## src/logic/hpscs_pkg.sv

```systemverilog
// Function
// Bit 0 enables button-press interrupt or wakeup
// Bit 1 enables power-fault interrupt or wakeup
// Bit 3 enables presence-change interrupt or wakeup
// Bit 4 enables command-completed interrupt
// Bit 5 gates all hot-plug interrupts
// Attention indicator bits 7:6, reset off
// Attention field write sends attention message
// Power indicator bits 9:8, reset off
// Power field write sends power message
// Bit 10 requests slot power off
// Bit 12 enables link-active change notification
// Status 16 button pressed, write one clears
// Status 17 power fault, write one clears
// Status 18 latch changed, read only
// Status 19 presence changed, write one clears
// Status 20 command completed, write one clears
// Status 21 shows retention latch open
// Status 22 shows card present, resets one
// No slot implemented: presence reads one
// Status 24 link-active changed, write one clears
// Downstream only; reserved bits read zero
// Interrupt while enabled event flag set
// Issued command later sets command completed
package hpscs_pkg;

  // Register map: control in the low half, status in the high half
  localparam logic [11:0] SLOT_REG_ADDR   = 12'h0f8;

  // Control field positions
  localparam int          BTN_EN_BIT      = 0;
  localparam int          FAULT_EN_BIT    = 1;
  localparam int          PRES_EN_BIT     = 3;
  localparam int          CMD_EN_BIT      = 4;
  localparam int          HP_IRQ_EN_BIT   = 5;
  localparam int          ATTN_LO_BIT     = 6;
  localparam int          PWR_IND_LO_BIT  = 8;
  localparam int          PWR_OFF_BIT     = 10;
  localparam int          LINK_EN_BIT     = 12;

  // Status field positions inside the 32-bit word
  localparam int          BTN_ST_BIT      = 16;
  localparam int          FAULT_ST_BIT    = 17;
  localparam int          PRES_ST_BIT     = 19;
  localparam int          CMD_ST_BIT      = 20;
  localparam int          LINK_ST_BIT     = 24;

  // Writable control bits; reserved 2, 11, 15:13 stay zero
  localparam logic [15:0] CTRL_WR_MASK    = 16'h17fb;
  // Control reset: both indicators off, everything else clear
  localparam logic [15:0] CTRL_RST        = 16'h03c0;
  // Card presence reads one until the pins have been sampled
  localparam logic        PRES_RST        = 1'b1;
  // Link-active reporting is implemented on this port
  localparam logic        LINK_RPT_IMPL   = 1'b1;

  // Indicator encodings
  localparam logic [1:0]  IND_ON          = 2'h1;
  localparam logic [1:0]  IND_BLINK       = 2'h2;
  localparam logic [1:0]  IND_OFF         = 2'h3;

  // Synchronised pin vector layout and reset value
  localparam int          PIN_W           = 5;
  localparam int          PIN_BTN         = 0;
  localparam int          PIN_FAULT       = 1;
  localparam int          PIN_LATCH       = 2;
  localparam int          PIN_PRES        = 3;
  localparam int          PIN_SLOT        = 4;
  localparam logic [4:0]  PIN_RST         = 5'h08;

  // Slot controller command tracking
  typedef enum logic {
    CMD_IDLE = 1'b0,
    CMD_BUSY = 1'b1
  } hpscs_cmd_t;

endpackage : hpscs_pkg

```

## src/logic/hpscs_flag.sv

```systemverilog
`timescale 1ns/1ns
// Sticky event flag; a set in the clearing cycle wins over the clear
module hpscs_flag (
  // Clock and reset
  input  wire logic i_clk,
  input  wire logic i_rstn,
  // Event and clear
  input  wire logic i_set,
  input  wire logic i_clr,
  // Flag value
  output logic      o_flag
);

  // Set has priority so no event is lost
  always_ff @(posedge i_clk or negedge i_rstn) begin
    if (!i_rstn) begin
      o_flag <= 1'b0;
    end else if (i_set) begin
      o_flag <= 1'b1;
    end else if (i_clr) begin
      o_flag <= 1'b0;
    end
  end

endmodule : hpscs_flag

```

## src/logic/hpscs_sync.sv

```systemverilog
`timescale 1ns/1ns
// Two-flop synchroniser for slot pins; first stage feeds only the second
module hpscs_sync #(
  parameter int                 W   = 1,
  parameter logic [W-1:0]       RST = '0
) (
  // Clock and reset
  input  wire logic             i_clk,
  input  wire logic             i_rstn,
  // Asynchronous levels in, clock-domain levels out
  input  wire logic [W-1:0]     i_d,
  output logic      [W-1:0]     o_q
);

  logic [W-1:0] meta_reg;  // First stage, may go metastable

  // Both stages reset to the same constant
  always_ff @(posedge i_clk or negedge i_rstn) begin
    if (!i_rstn) begin
      meta_reg <= RST;
      o_q      <= RST;
    end else begin
      meta_reg <= i_d;
      o_q      <= meta_reg;
    end
  end

endmodule : hpscs_sync

```

## src/logic/hpscs_top.sv

```systemverilog
// Added by the designer: the APB register port.
`timescale 1ns/1ns
// Hot-plug slot control and status word for a downstream port
module hpscs_top
  import hpscs_pkg::*;
(
  // Clock and reset
  input  wire logic        I_REF_CLK,
  input  wire logic        I_RSTN,
  // APB slave
  input  wire logic        I_PSEL,
  input  wire logic        I_PENABLE,
  input  wire logic        I_PWRITE,
  input  wire logic [11:0] I_PADDR,
  input  wire logic [31:0] I_PWDATA,
  input  wire logic [3:0]  I_PSTRB,
  output logic      [31:0] O_PRDATA,
  output logic             O_PREADY,
  output logic             O_PSLVERR,
  // Slot pins, asynchronous
  input  wire logic        I_ATTN_BTN,
  input  wire logic        I_PWR_FAULT,
  input  wire logic        I_LATCH_OPEN,
  input  wire logic        I_CARD_PRES,
  input  wire logic        I_SLOT_IMPL,
  // Link layer and slot controller, same clock
  input  wire logic        I_LINK_ACTIVE,
  input  wire logic        I_CMD_DONE,
  // Slot control outputs
  output logic      [1:0]  O_ATTN_IND,
  output logic      [1:0]  O_PWR_IND,
  output logic             O_SLOT_PWR_OFF,
  output logic             O_CMD_REQ,
  // Indicator message send requests
  output logic             O_ATTN_MSG_REQ,
  output logic             O_PWR_MSG_REQ,
  // Hot-plug interrupt and wakeup
  output logic             O_HP_IRQ,
  output logic             O_HP_WAKE
);

  ////////////////////////////////////////////////////////////////////////////
  // Declarations
  ////////////////////////////////////////////////////////////////////////////

  logic [15:0]      ctrl_reg;      // Slot control half
  logic [PIN_W-1:0] pin_q;         // Synchronised slot pins
  logic [PIN_W-1:0] pin_prev_reg;  // Pins one cycle earlier
  logic             link_prev_reg; // Link active one cycle earlier
  hpscs_cmd_t       cmd_reg;       // Slot controller command state
  hpscs_cmd_t       cmd_next;      // Its next value
  logic             pready_reg;    // Access-phase ready
  logic             pslverr_reg;   // Unmapped address answer
  logic [31:0]      prdata_reg;    // Captured read word
  logic             irq_reg;       // Interrupt output flop
  logic             wake_reg;      // Wakeup output flop
  logic             attn_msg_reg;  // Attention message pulse
  logic             pwr_msg_reg;   // Power message pulse
  logic             cmd_req_reg;   // Command start pulse

  logic             addr_hit;      // Address selects the slot word
  logic             setup_ph;      // APB setup cycle
  logic             wr_hit;        // Write taken this edge
  logic             btn_press;     // Button rising edge
  logic             fault_det;     // Power fault rising edge
  logic             latch_chg;     // Latch sensor changed
  logic             pres_chg;      // Presence detect changed
  logic             link_chg;      // Link active changed
  logic             cmd_issue;     // Software issued a command
  logic             cmd_done_evt;  // Slot controller finished
  logic             pres_state;    // Presence as software sees it
  logic             btn_flag;      // Status flags
  logic             fault_flag;
  logic             latch_flag;
  logic             pres_flag;
  logic             cmd_flag;
  logic             link_flag;
  logic             wake_evt;      // Enabled events that may wake
  logic             irq_evt;       // Enabled events that may interrupt
  logic [31:0]      rd_word;       // Live read value

  ////////////////////////////////////////////////////////////////////////////
  // Pin synchronisation and event detection
  ////////////////////////////////////////////////////////////////////////////

  // All slot pins cross into the clock domain through two flops
  hpscs_sync #(
    .W   (PIN_W),
    .RST (PIN_RST)
  ) u_pin_sync (
    .i_clk  (I_REF_CLK),
    .i_rstn (I_RSTN),
    .i_d    ({I_SLOT_IMPL, I_CARD_PRES, I_LATCH_OPEN,
              I_PWR_FAULT, I_ATTN_BTN}),
    .o_q    (pin_q)
  );

  // Previous pin and link values for edge detection
  always_ff @(posedge I_REF_CLK or negedge I_RSTN) begin
    if (!I_RSTN) begin
      pin_prev_reg  <= PIN_RST;
      link_prev_reg <= 1'b0;
    end else begin
      pin_prev_reg  <= pin_q;
      link_prev_reg <= I_LINK_ACTIVE;
    end
  end

  // A press or a fault counts once, on its leading edge
  assign btn_press = pin_q[PIN_BTN] & ~pin_prev_reg[PIN_BTN];
  assign fault_det = pin_q[PIN_FAULT] & ~pin_prev_reg[PIN_FAULT];
  // Latch and presence report any change in either direction
  assign latch_chg = pin_q[PIN_LATCH] ^ pin_prev_reg[PIN_LATCH];
  // Presence changes only matter where a slot exists
  assign pres_chg  = pin_q[PIN_SLOT] &
                     (pin_q[PIN_PRES] ^ pin_prev_reg[PIN_PRES]);
  // Link change only when reporting is implemented
  assign link_chg  = LINK_RPT_IMPL &
                     (I_LINK_ACTIVE ^ link_prev_reg);

  // Without a slot the presence bit is forced to one
  assign pres_state = ~pin_q[PIN_SLOT] | pin_q[PIN_PRES];

  ////////////////////////////////////////////////////////////////////////////
  // APB slave
  ////////////////////////////////////////////////////////////////////////////

  // Only the one slot word is mapped; this block sits on a downstream port
  assign addr_hit = (I_PADDR == SLOT_REG_ADDR);
  assign setup_ph = I_PSEL & ~I_PENABLE;
  // Writes take effect at the edge that completes the access phase
  assign wr_hit   = I_PSEL & I_PENABLE & pready_reg & I_PWRITE & addr_hit;

  // Read word; reserved bits 2, 11, 15:13, 23, 31:25 are zero
  assign rd_word = {7'h00,
                    link_flag,
                    1'b0,
                    pres_state,
                    pin_q[PIN_LATCH],
                    cmd_flag,
                    pres_flag,
                    latch_flag,
                    fault_flag,
                    btn_flag,
                    ctrl_reg};

  // Fixed one-cycle access: ready rises in every access phase
  always_ff @(posedge I_REF_CLK or negedge I_RSTN) begin
    if (!I_RSTN) begin
      pready_reg  <= 1'b0;
      pslverr_reg <= 1'b0;
    end else begin
      pready_reg  <= setup_ph;
      pslverr_reg <= setup_ph & ~addr_hit;
    end
  end

  // Read data sampled in setup; zero for writes and unmapped reads
  always_ff @(posedge I_REF_CLK or negedge I_RSTN) begin
    if (!I_RSTN) begin
      prdata_reg <= 32'h0000_0000;
    end else if (setup_ph & ~I_PWRITE & addr_hit) begin
      prdata_reg <= rd_word;
    end else begin
      prdata_reg <= 32'h0000_0000;
    end
  end

  ////////////////////////////////////////////////////////////////////////////
  // Slot control register
  ////////////////////////////////////////////////////////////////////////////

  // Byte lanes 0 and 1 hold control; reserved bits are masked off
  always_ff @(posedge I_REF_CLK or negedge I_RSTN) begin
    if (!I_RSTN) begin
      ctrl_reg <= CTRL_RST;
    end else if (wr_hit) begin
      if (I_PSTRB[0]) begin
        ctrl_reg[7:0] <= I_PWDATA[7:0] & CTRL_WR_MASK[7:0];
      end
      if (I_PSTRB[1]) begin
        ctrl_reg[15:8] <= I_PWDATA[15:8] & CTRL_WR_MASK[15:8];
      end
    end
  end

  // Every write to a lane carrying an indicator sends its message
  always_ff @(posedge I_REF_CLK or negedge I_RSTN) begin
    if (!I_RSTN) begin
      attn_msg_reg <= 1'b0;
      pwr_msg_reg  <= 1'b0;
    end else begin
      attn_msg_reg <= wr_hit & I_PSTRB[0];
      pwr_msg_reg  <= wr_hit & I_PSTRB[1];
    end
  end

  ////////////////////////////////////////////////////////////////////////////
  // Slot controller command tracking
  ////////////////////////////////////////////////////////////////////////////

  // Indicator or power writes are commands to the slot controller
  assign cmd_issue    = wr_hit & (I_PSTRB[0] | I_PSTRB[1]);
  // A done strobe outside a command is ignored
  assign cmd_done_evt = (cmd_reg == CMD_BUSY) & I_CMD_DONE;

  // A new command while busy restarts it; one completion covers both
  always_comb begin
    cmd_next = cmd_reg;
    unique case (cmd_reg)
      CMD_IDLE: begin
        if (cmd_issue) begin
          cmd_next = CMD_BUSY;
        end
      end
      CMD_BUSY: begin
        if (cmd_issue) begin
          cmd_next = CMD_BUSY;
        end else if (I_CMD_DONE) begin
          cmd_next = CMD_IDLE;
        end
      end
    endcase
  end

  // Command state and start pulse
  always_ff @(posedge I_REF_CLK or negedge I_RSTN) begin
    if (!I_RSTN) begin
      cmd_reg     <= CMD_IDLE;
      cmd_req_reg <= 1'b0;
    end else begin
      cmd_reg     <= cmd_next;
      cmd_req_reg <= cmd_issue;
    end
  end

  ////////////////////////////////////////////////////////////////////////////
  // Slot status flags
  ////////////////////////////////////////////////////////////////////////////

  // Button pressed, cleared by writing one to bit 16
  hpscs_flag u_btn_flag (
    .i_clk  (I_REF_CLK),
    .i_rstn (I_RSTN),
    .i_set  (btn_press),
    .i_clr  (wr_hit & I_PSTRB[2] & I_PWDATA[BTN_ST_BIT]),
    .o_flag (btn_flag)
  );

  // Power fault, cleared by writing one to bit 17
  hpscs_flag u_fault_flag (
    .i_clk  (I_REF_CLK),
    .i_rstn (I_RSTN),
    .i_set  (fault_det),
    .i_clr  (wr_hit & I_PSTRB[2] & I_PWDATA[FAULT_ST_BIT]),
    .o_flag (fault_flag)
  );

  // Latch changed is read-only, so only reset clears it
  hpscs_flag u_latch_flag (
    .i_clk  (I_REF_CLK),
    .i_rstn (I_RSTN),
    .i_set  (latch_chg),
    .i_clr  (1'b0),
    .o_flag (latch_flag)
  );

  // Presence changed, cleared by writing one to bit 19
  hpscs_flag u_pres_flag (
    .i_clk  (I_REF_CLK),
    .i_rstn (I_RSTN),
    .i_set  (pres_chg),
    .i_clr  (wr_hit & I_PSTRB[2] & I_PWDATA[PRES_ST_BIT]),
    .o_flag (pres_flag)
  );

  // Command completed, cleared by writing one to bit 20
  hpscs_flag u_cmd_flag (
    .i_clk  (I_REF_CLK),
    .i_rstn (I_RSTN),
    .i_set  (cmd_done_evt),
    .i_clr  (wr_hit & I_PSTRB[2] & I_PWDATA[CMD_ST_BIT]),
    .o_flag (cmd_flag)
  );

  // Link active changed, cleared by writing one to bit 24
  hpscs_flag u_link_flag (
    .i_clk  (I_REF_CLK),
    .i_rstn (I_RSTN),
    .i_set  (link_chg),
    .i_clr  (wr_hit & I_PSTRB[3] & I_PWDATA[LINK_ST_BIT]),
    .o_flag (link_flag)
  );

  ////////////////////////////////////////////////////////////////////////////
  // Interrupt and wakeup
  ////////////////////////////////////////////////////////////////////////////

  // Wakeup is not gated by the master enable, so a sleeping port can wake
  assign wake_evt = (btn_flag   & ctrl_reg[BTN_EN_BIT])   |
                    (fault_flag & ctrl_reg[FAULT_EN_BIT]) |
                    (pres_flag  & ctrl_reg[PRES_EN_BIT])  |
                    (link_flag  & ctrl_reg[LINK_EN_BIT]);
  // Command completion interrupts but never wakes
  assign irq_evt  = wake_evt |
                    (cmd_flag & ctrl_reg[CMD_EN_BIT]);

  // Level interrupt held while bit 5 is set and any enabled flag stays set
  always_ff @(posedge I_REF_CLK or negedge I_RSTN) begin
    if (!I_RSTN) begin
      irq_reg  <= 1'b0;
      wake_reg <= 1'b0;
    end else begin
      irq_reg  <= irq_evt & ctrl_reg[HP_IRQ_EN_BIT];
      wake_reg <= wake_evt;
    end
  end

  ////////////////////////////////////////////////////////////////////////////
  // Outputs
  ////////////////////////////////////////////////////////////////////////////

  assign O_PRDATA       = prdata_reg;
  assign O_PREADY       = pready_reg;
  assign O_PSLVERR      = pslverr_reg;
  assign O_ATTN_IND     = ctrl_reg[ATTN_LO_BIT +: 2];
  assign O_PWR_IND      = ctrl_reg[PWR_IND_LO_BIT +: 2];
  assign O_SLOT_PWR_OFF = ctrl_reg[PWR_OFF_BIT];
  assign O_CMD_REQ      = cmd_req_reg;
  assign O_ATTN_MSG_REQ = attn_msg_reg;
  assign O_PWR_MSG_REQ  = pwr_msg_reg;
  assign O_HP_IRQ       = irq_reg;
  assign O_HP_WAKE      = wake_reg;
endmodule : hpscs_top
```

## config.mk

```make
export PLATFORM = sky130hd
export DESIGN_NAME = hpscs_top
export DESIGN_NICKNAME = d
export VERILOG_FILES = /design/src/logic/hpscs_pkg.sv /design/src/logic/hpscs_flag.sv /design/src/logic/hpscs_sync.sv /design/src/logic/hpscs_top.sv
export SDC_FILE = /design/constraint.sdc
export NUM_CORES = 1
export LEC_CHECK = 0
export ABC_CLOCK_PERIOD_IN_PS = 2100
export BUFFER_PORTS_ARGS = -buffer_cell sky130_fd_sc_hd__buf_2
export CAP_MARGIN = 10
export CORE_UTILIZATION = 45
export DETAILED_ROUTE_END_ITERATION = 8
export GPL_TIMING_DRIVEN = 0
export PLACE_DENSITY_LB_ADDON = 0.05
export SLEW_MARGIN = 20
export SYNTH_ARGS = -nofsm -noshare
export SYNTH_HDL_FRONTEND = slang
export SYNTH_SLANG_ARGS = --single-unit
```

## constraint.sdc

```tcl
create_clock -name I_REF_CLK -period 2.1 [get_ports I_REF_CLK]
set_clock_uncertainty 0.2 [all_clocks]
set_input_delay 0.42 -clock I_REF_CLK [delete_from_list [all_inputs] [get_ports I_REF_CLK]]
set_output_delay 0.42 -clock I_REF_CLK [all_outputs]
set_load 0.02 [all_outputs]
```

=== After elaboration in Yosys (flattened, before gate mapping) ===
Cells that the tools add are included.

* Word-level logic and storage cells: 88
* Flip-flop bits (word level): 72
* Output and inout port bits: 44
* Bits of input ports: 60

* Bitwise operators: 44
* Mux-type cells: 15
* Reduce and logical (&&, ||, !) cells: 7
* Equality and inequality tests: 1

{| class="wikitable"
|+ Operator list
! operator !! count
|-
| bitwise AND 1 bit || 28
|-
| two-way mux 25 bit || 1
|-
| two-way mux 1 bit || 13
|-
| equality test 12 x 8 -> 1 bit, second input constant || 1
|-
| nonzero test 2 bit || 5
|-
| NOT 1 bit || 7
|-
| bitwise OR 1 bit || 6
|-
| AND reduction 2 bit || 2
|-
| XOR 1 bit || 3
|-
| case mux 1 bit (2 select lines) || 1
|}

=== Depth between registers and ports, before layout ===
Gate-level depths: netlist of run 1.

* Depth in word-level cells: 8
* Depth in mapped cells: 5

=== Cells and area by module ===
From an unflattened synthesis of run 1, not the netlist that was laid out.

* Cells, all modules: 156
* Area total of the unflattened synthesis: 2204.6 µm²

{| class="wikitable"
|+ Modules (own cells, without submodules)
! module !! area each (µm²) !! instances !! cells each
|-
| hpscs_top || 1734.2 || 1 || 128
|-
| hpscs_sync || 252.7 || 1 || 10
|-
| hpscs_flag || 36.3 || 6 || 3
|}

=== Least setup slack after synthesis of run 1 ===
OpenSTA, ideal clock, no wires.

* Path type: input-to-reg
* From: in I_PADDR[9]
* To: reg ctrl_reg[10]
* Stages on the path: 4
* Setup slack: -72 ps
* Arrival: 1845 ps
* Path through: or4_4 nor4_4 nand2_1 mux2_1

* Longest elaborated chain between the ends: 3

{| class="wikitable"
|+ Ends and longest elaborated chain
! what !! line !! text
|-
| start, declared || hpscs_top.sv:14 || <nowiki>input wire logic [11:0] I_PADDR,</nowiki>
|-
| equality test 12 x 8 -> 1 bit || hpscs_top.sv:129 || <nowiki>assign addr_hit = (I_PADDR == SLOT_REG_ADDR);</nowiki>
|-
| bitwise AND 1 bit || hpscs_top.sv:132 || <nowiki>assign wr_hit = I_PSEL & I_PENABLE & pready_reg & I_PWRITE & addr_hit;</nowiki>
|-
| AND reduction 2 bit (no line) || -- ||
|-
| end signal, assigned || hpscs_top.sv:182 || <nowiki>ctrl_reg[15:8] <= I_PWDATA[15:8] & CTRL_WR_MASK[15:8];</nowiki>
|-
| end, declared || hpscs_top.sv:46 || <nowiki>logic [15:0] ctrl_reg;</nowiki>
|}

Every way passes these cells.
A chain may end at the register's enable or synchronous reset.

=== Final worst setup path of run 1 ===
* From: in I_PADDR[9]
* To: reg ctrl_reg[1]

Same word-level chain as after synthesis.

==> results.ini, run 1 <==
[final_layout]
final_cells=312
fillers=336
largest_reg_flops=19
fin_area_mm2=0.002955
drive_gt1_share_pct=47.31
fin_nets=315
area_growth_pct=37.73
fin_util_pct=66.05
antenna_cells=0

[cts]
cts.path.max_buffers=2
cts-root-buf=clkbuf_8
clk_latency_ns=0.32
clk_pin_slew_worst_paths_ns=0.07
cts_tree=built
htree_levels=3
cts_resized=0
cts_buffers=9
clock-sinks=59

[sta]
period_minus_slack_ns=2.007
tightest_slew_ns=0.7065
setup_viol=0
relSlewSlack_pct=52.90
fmax_ghz=0.4982
maxSlewViolCount=0
hold_viol=0
tns_ns=0
rsz0062_at_grt=false
min_period_over_period_pct=95.58

[pwr]
switching_share_pct=19.35
p_leak_nw=1.658
p_comb_share_pct=5.1
p_per_area_mw_per_mm2=853.5
p_sw_uw=488.1
clock_power_share_pct=48.7
internal_power_mw=2.034
ir_worst_vdd_mv=0.4293
seqPwrFrac_pct=46.1
power_mw=2.522

[worst_setup_path]
cp-start-kind=primary input
path_cells=buf_2 -> or4_4 -> nor4_4 -> buf_4 -> nand2_2 -> mux2_1
path_class=primary input to flip-flop
required_ns=2.10
cp_top_family=simple AND/OR/NAND/NOR gates
slowest_delay_ns=0.55
crit_fanout=10
endpoint_kind=flip-flop
cp.arrival_ns=2.01
critPathBufInv=2
cp_slowest_cell=or4_4

[floorplanning]
initial_utilization_pct=47.96
core_area_mm2=0.004474
die_h_um=71.06
num_rows=24
dieArea_mm2=0.005049
io_pins=104
die_w_um=71.06

[placed_design]
placed_area_mm2=0.002631
place_hpwl_mm=2.843
gp_congestion=0.6677
portBuffers=74
dp_cells=287

[global_routing]
grt_max_degree=60
grt_overflow=0
grt_pass1_wl_mm=6.672
grt_pass1_vias=1462
antenna_found_initial=0
grt_use_total_pct=18.04

[synthesis]
yosysSeqAreaShare_pct=69.21
yosysUniqueCellTypes=28
yosysTopAreaCell=dfrtp_1
ys_top_cells_by_area=dfrtp_1 61%, dfstp_2 8.6%, buf_4 5.9%
synthCells=149
syn_area_mm2=0.002146
yosysWarnings=0
synth_area_per_cell_um2=14.40
netlist.area_leader.share_pct=60.64
synth_seq_cells=59

[status]
violations=DRC
status=complete, but fails checks

[run]
maxCapViolations=0

[drt]
num_vias=1393
wl_mm=3.889
firstDrtPassIters=6
antenna_left=0
drtIter0Drc=78
wl_per_cell_um=12.46
drc=6
avgViaCountPerCell=4.465

[hold_path]
hold_path_class=primary input to flip-flop

==> cell families after synthesis <==
family                    after synthesis  synth area share [%]
and+or+nand+nor                        41                 12.95
muxes                                  11                 5.773
DFF                                    59                 69.21
other                                   1                0.1748
xor gates and xnor gates                3                 1.225
buffers and inverters                  25                 7.405
AOI/OAI and AO/OA                       9                 3.265
==> timing repair <==
item                       CTS  global route
pin swaps                    1             1
hold endpoints to repair    57             0
hold buffers                 6             0
buffers inserted             2             1
setup endpoints to repair   10             7
==> area by class of cell <==
class                      count  area, um^2  area share [%]
clock buffer                  11       141.4           4.784
multi-input combinational     77       549.3           18.59
clock inverter                 5       100.1           3.387
timing repair buffer          83       455.4           15.41
sequential                    59        1485           50.25
buffer                        18       132.6           4.488
tap                           52       65.06           2.202
inverter                       7       26.28          0.8891
==> final timing paths <==
kind	cells past startpoint	slack, ns	start	end
min reg2reg	0	0.15	u_pin_sync.meta_reg[4]	u_pin_sync.o_q[4]
min	1	0.03	I_LINK_ACTIVE	link_prev_reg
max	6	0.09	I_PADDR[9]	ctrl_reg[1]
min in group asynchronous	2	0.50	I_RSTN	pin_prev_reg[2]
max reg2reg	5	0.31	O_PREADY	ctrl_reg[1]
max in group asynchronous	2	0.74	I_RSTN	O_PRDATA[7]
==> cell usage after synthesis <==
master      n
xor2_1      1
nand2_1     5
and2_1     18
nor4_1      1
buf_2       1
buf_4      17
conb_1      1
inv_1       7
a21oi_1     1
a22oi_1     2
nand4_1     1
a21boi_0    1
or4_4       1
mux2_1     11
nor4_4      1
nand4b_1    1
a22o_1      4
o31ai_1     1
nor3_4      1
nand3_1     5
dfstp_2     7
nor2_1      1
dfrtp_1    52
nand4bb_1   1
nand2_2     1
xnor2_1     2
or3_4       1
nand2b_1    3
==> power by group through the flow <==
stage	Clock, mW	Combinational (mW)	Sequential (mW)
final	1.23	0.129	1.16
after detailed placement	0	0.122	1.18
after global placement	0	0.119	1.18
after CTS	1.26	0.131	1.16
after global routing	1.31	0.145	1.16
after floorplan	0	0.0520	1.18
==> cell usage in the layout (no fill, tap or decap), drive strengths merged, types with 2 or more instances in the layout <==
cell         synthesis  final
buf                 18     95
dfrtp               52     52
and2                18     18
conb                 1     13
mux2                11     11
clkbuf               0     11
inv                  7      7
dfstp                7      7
dlygate4sd3          0      6
nand2                6      6
nand3                5      5
a22o                 4      4
nand2b               3      3
bufinv               0      3
a22oi                2      2
xnor2                2      2
clkinv               0      2
nor4                 2      2
==> metal layers <==
metal  GRT usage (%)  vias up  part of all wire, %
li1                -      674                    -
met1           21.75      650                   42
met2           27.78       62                   47
met3           6.838        7                  8.9
met4           10.67        0                  2.1
met5               0        -                    0
==> stage by stage <==
stage          hold WS [ns]  worst slack [ns]
4_1_cts             0.01512           0.04050
2_1_floorplan      -0.07559          -0.02744
5_1_grt             0.01611           0.01969
3_5_place_dp         0.1347           -0.4482
6_report            0.02803           0.09288
3_3_place_gp         0.1315           -0.4199
No activity file was read; power rests on OpenSTA's default activity.
==> run 2, diff against run 1 <==
- ABC_CLOCK_PERIOD_IN_PS: 2100 -> 2300
- CORE_MARGIN: default -> 2
- PLACE_DENSITY: default -> 0.77
- PLACE_DENSITY_LB_ADDON: 0.05 -> default
- clock period: 2.1 -> 2.3 ns (I/O delays scaled with it)
==> results.ini, run 2 (same netlist as run 1, synthesis figures left out) <==
[floorplanning]
core_area_mm2=0.004661  ; +4.2%
die_w_um=73.06  ; +2.8%
io_pins=104  ; unchanged
initial_utilization_pct=46.04  ; -1.9 points
die_h_um=73.06  ; +2.8%
dieArea_mm2=0.005337  ; +5.7%
num_rows=25  ; +4.2%

[placed_design]
place_hpwl_mm=2.613  ; -8.1%
gp_congestion=0.6694  ; +0.25%
placed_area_mm2=0.002631  ; unchanged
portBuffers=74  ; unchanged
place_ws_ns=-0.2876  ; +0.1606 ns
dp_cells=289  ; +0.70%

[global_routing]
grt_max_degree=60  ; unchanged
antenna_found_initial=0  ; unchanged
grt_overflow=0  ; unchanged
grt_pass1_wl_mm=5.775  ; -13%
grt_pass1_vias=1294  ; -11%
grt_use_total_pct=15.24  ; -2.8 points

[worst_setup_path]
required_ns=2.31  ; +0.21 ns
path_cells=buf_2 -> or4_4 -> nor4_4 -> nand2_1 -> mux2_1
critPathBufInv=1  ; -1
startpoint=I_PADDR[9]
slowest_delay_ns=0.54  ; about the same
cp_top_family=simple AND/OR/NAND/NOR gates
cp-start-kind=primary input
cp.arrival_ns=2.22  ; +0.21 ns
crit_fanout=7  ; -3
rr_startpoint=O_PREADY
path_class=primary input to flip-flop
cp_slowest_cell=or4_4
endpoint_kind=flip-flop

[run]
maxCapViolations=0  ; unchanged

[hold_path]
hold_path_startpoint=I_CARD_PRES
hold_path_class=primary input to flip-flop

[drt]
wl_mm=3.612  ; -7.1%
wl_per_cell_um=11.80  ; -5.3%
firstDrtPassIters=4  ; -2
antenna_left=0  ; unchanged
avgViaCountPerCell=4.441  ; -0.53%
num_vias=1359  ; -2.4%
drc=0  ; -6
drtIter0Drc=51  ; -35%

[pwr]
ir_worst_vdd_mv=0.5967  ; +39%
p_per_area_mw_per_mm2=815.0  ; -4.5%
p_sw_uw=452.3  ; -7.3%
p_leak_nw=1.629  ; -1.7%
p_comb_share_pct=4.7  ; -0.4 points
clock_power_share_pct=50.4  ; +1.7 points
seqPwrFrac_pct=44.9  ; -1.2 points
internal_power_mw=1.913  ; -6.0%
switching_share_pct=19.13  ; -0.22 points

[sta]
period_minus_slack_ns=2.213
tns_ns=0  ; unchanged
maxSlewViolCount=0  ; unchanged
rsz0062_at_grt=false
setup_viol=0  ; unchanged
setup_ws_ns=0.08662  ; -0.006263 ns
fmax_ghz=0.4518
tightest_slew_ns=0.6974  ; -0.009194 ns
hold_viol=0  ; unchanged
relSlewSlack_pct=53.51  ; +0.61 points
min_period_over_period_pct=96.23

[cts]
clk_pin_slew_worst_paths_ns=0.06  ; about the same
cts_tree=built
clock-sinks=59  ; unchanged
cts-root-buf=clkbuf_8
cts.path.max_buffers=2  ; unchanged
cts_buffers=9  ; unchanged
htree_levels=3  ; unchanged
clk_latency_ns=0.33  ; about the same
cts_resized=0  ; unchanged

[final_layout]
final_cells=306  ; -1.9%
fin_area_mm2=0.002902  ; -1.8%
fin_util_pct=62.26  ; -3.8 points
antenna_cells=0  ; unchanged
layout_common_cells=74 x buf_2, 52 x dfrtp_1, 18 x and2_1, 18 x buf_4, 13 x conb_1
area_growth_pct=35.22
final_common_cell=buf_2
largest_reg_flops=19  ; unchanged
drive_gt1_share_pct=47.62  ; +0.31 points
fin_nets=307  ; -2.5%

[status]
status=completed

-- run 2: changes by cell type in the layout (fill, tap and decap cells not counted) --
cell           delta
nand2_1           +1
clkinv_2          -1
buf_4             -3
dlygate4sd3_1     -5
clkbuf_8          +2
nand2_2           -1
clkbuf_1          -1
-- run 2: worst paths after layout --
kind | to | slack [ns] | depth (start not counted)
worst max-delay path | ctrl_reg[10] | 0.09 | 5
worst min-delay path | u_pin_sync.meta_reg[3] | 0.03 | 1
worst max register to register | ctrl_reg[10] | 0.40 | 4
worst min register to register | u_pin_sync.o_q[4] | 0.15 | 0
max in group asynchronous | u_pin_sync.o_q[1] | 0.91 | 2
min in group asynchronous | O_PRDATA[10] | 0.54 | 2
-- run 2: area by class of cell --
type	count	area (um^2)
clock buffer	12	165.2
buffer	18	132.6
multi-input combinational	77	546.8
sequential	59	1485
clock inverter	4	95.09
inverter	7	26.28
fill	377	1759
timing repair buffer	75	382.9
tap	54	67.56
-- run 2: worst reg2reg max path, delay by kind of cell, from the launching register on --
kind	cells	cell delay [ns]
muxes	1	0.38
DFF	1	0.34
and+or+nand+nor	3	0.86
-- run 2: stage by stage --
step | power, mW | hold WS (ns)
2_1_floorplan | 1.129 | -0.03559
3_3_place_gp | 1.189 | 0.1321
3_5_place_dp | 1.192 | 0.1347
4_1_cts | 2.387 | 0.01416
5_1_grt | 2.446 | 0.01100
6_report | 2.365 | 0.03152
-- run 2: layer usage --
layer  GRT usage, %  part of all wire [%]  up-vias
li1               -                     -      663
met5              0                     0        -
met2          24.82                    49       61
met3          5.249                   7.6        6
met4          8.642                   1.2        0
met1          17.40                    42      629
-- run 2: timing repair --
item,4_1_cts,5_1_grt
setup buffers,0,0
hold endpoints to repair,2,0
hold buffers,1,0
-- run 2: power groups by stage --
stage               clock network [mW]  logic [mW]  registers, mW
finish                            1.19       0.112           1.06
global route                      1.26       0.125           1.06
CTS                               1.21       0.113           1.06
detailed placement                   0       0.111           1.08
global placement                     0       0.109           1.08
floorplan                            0      0.0475           1.08
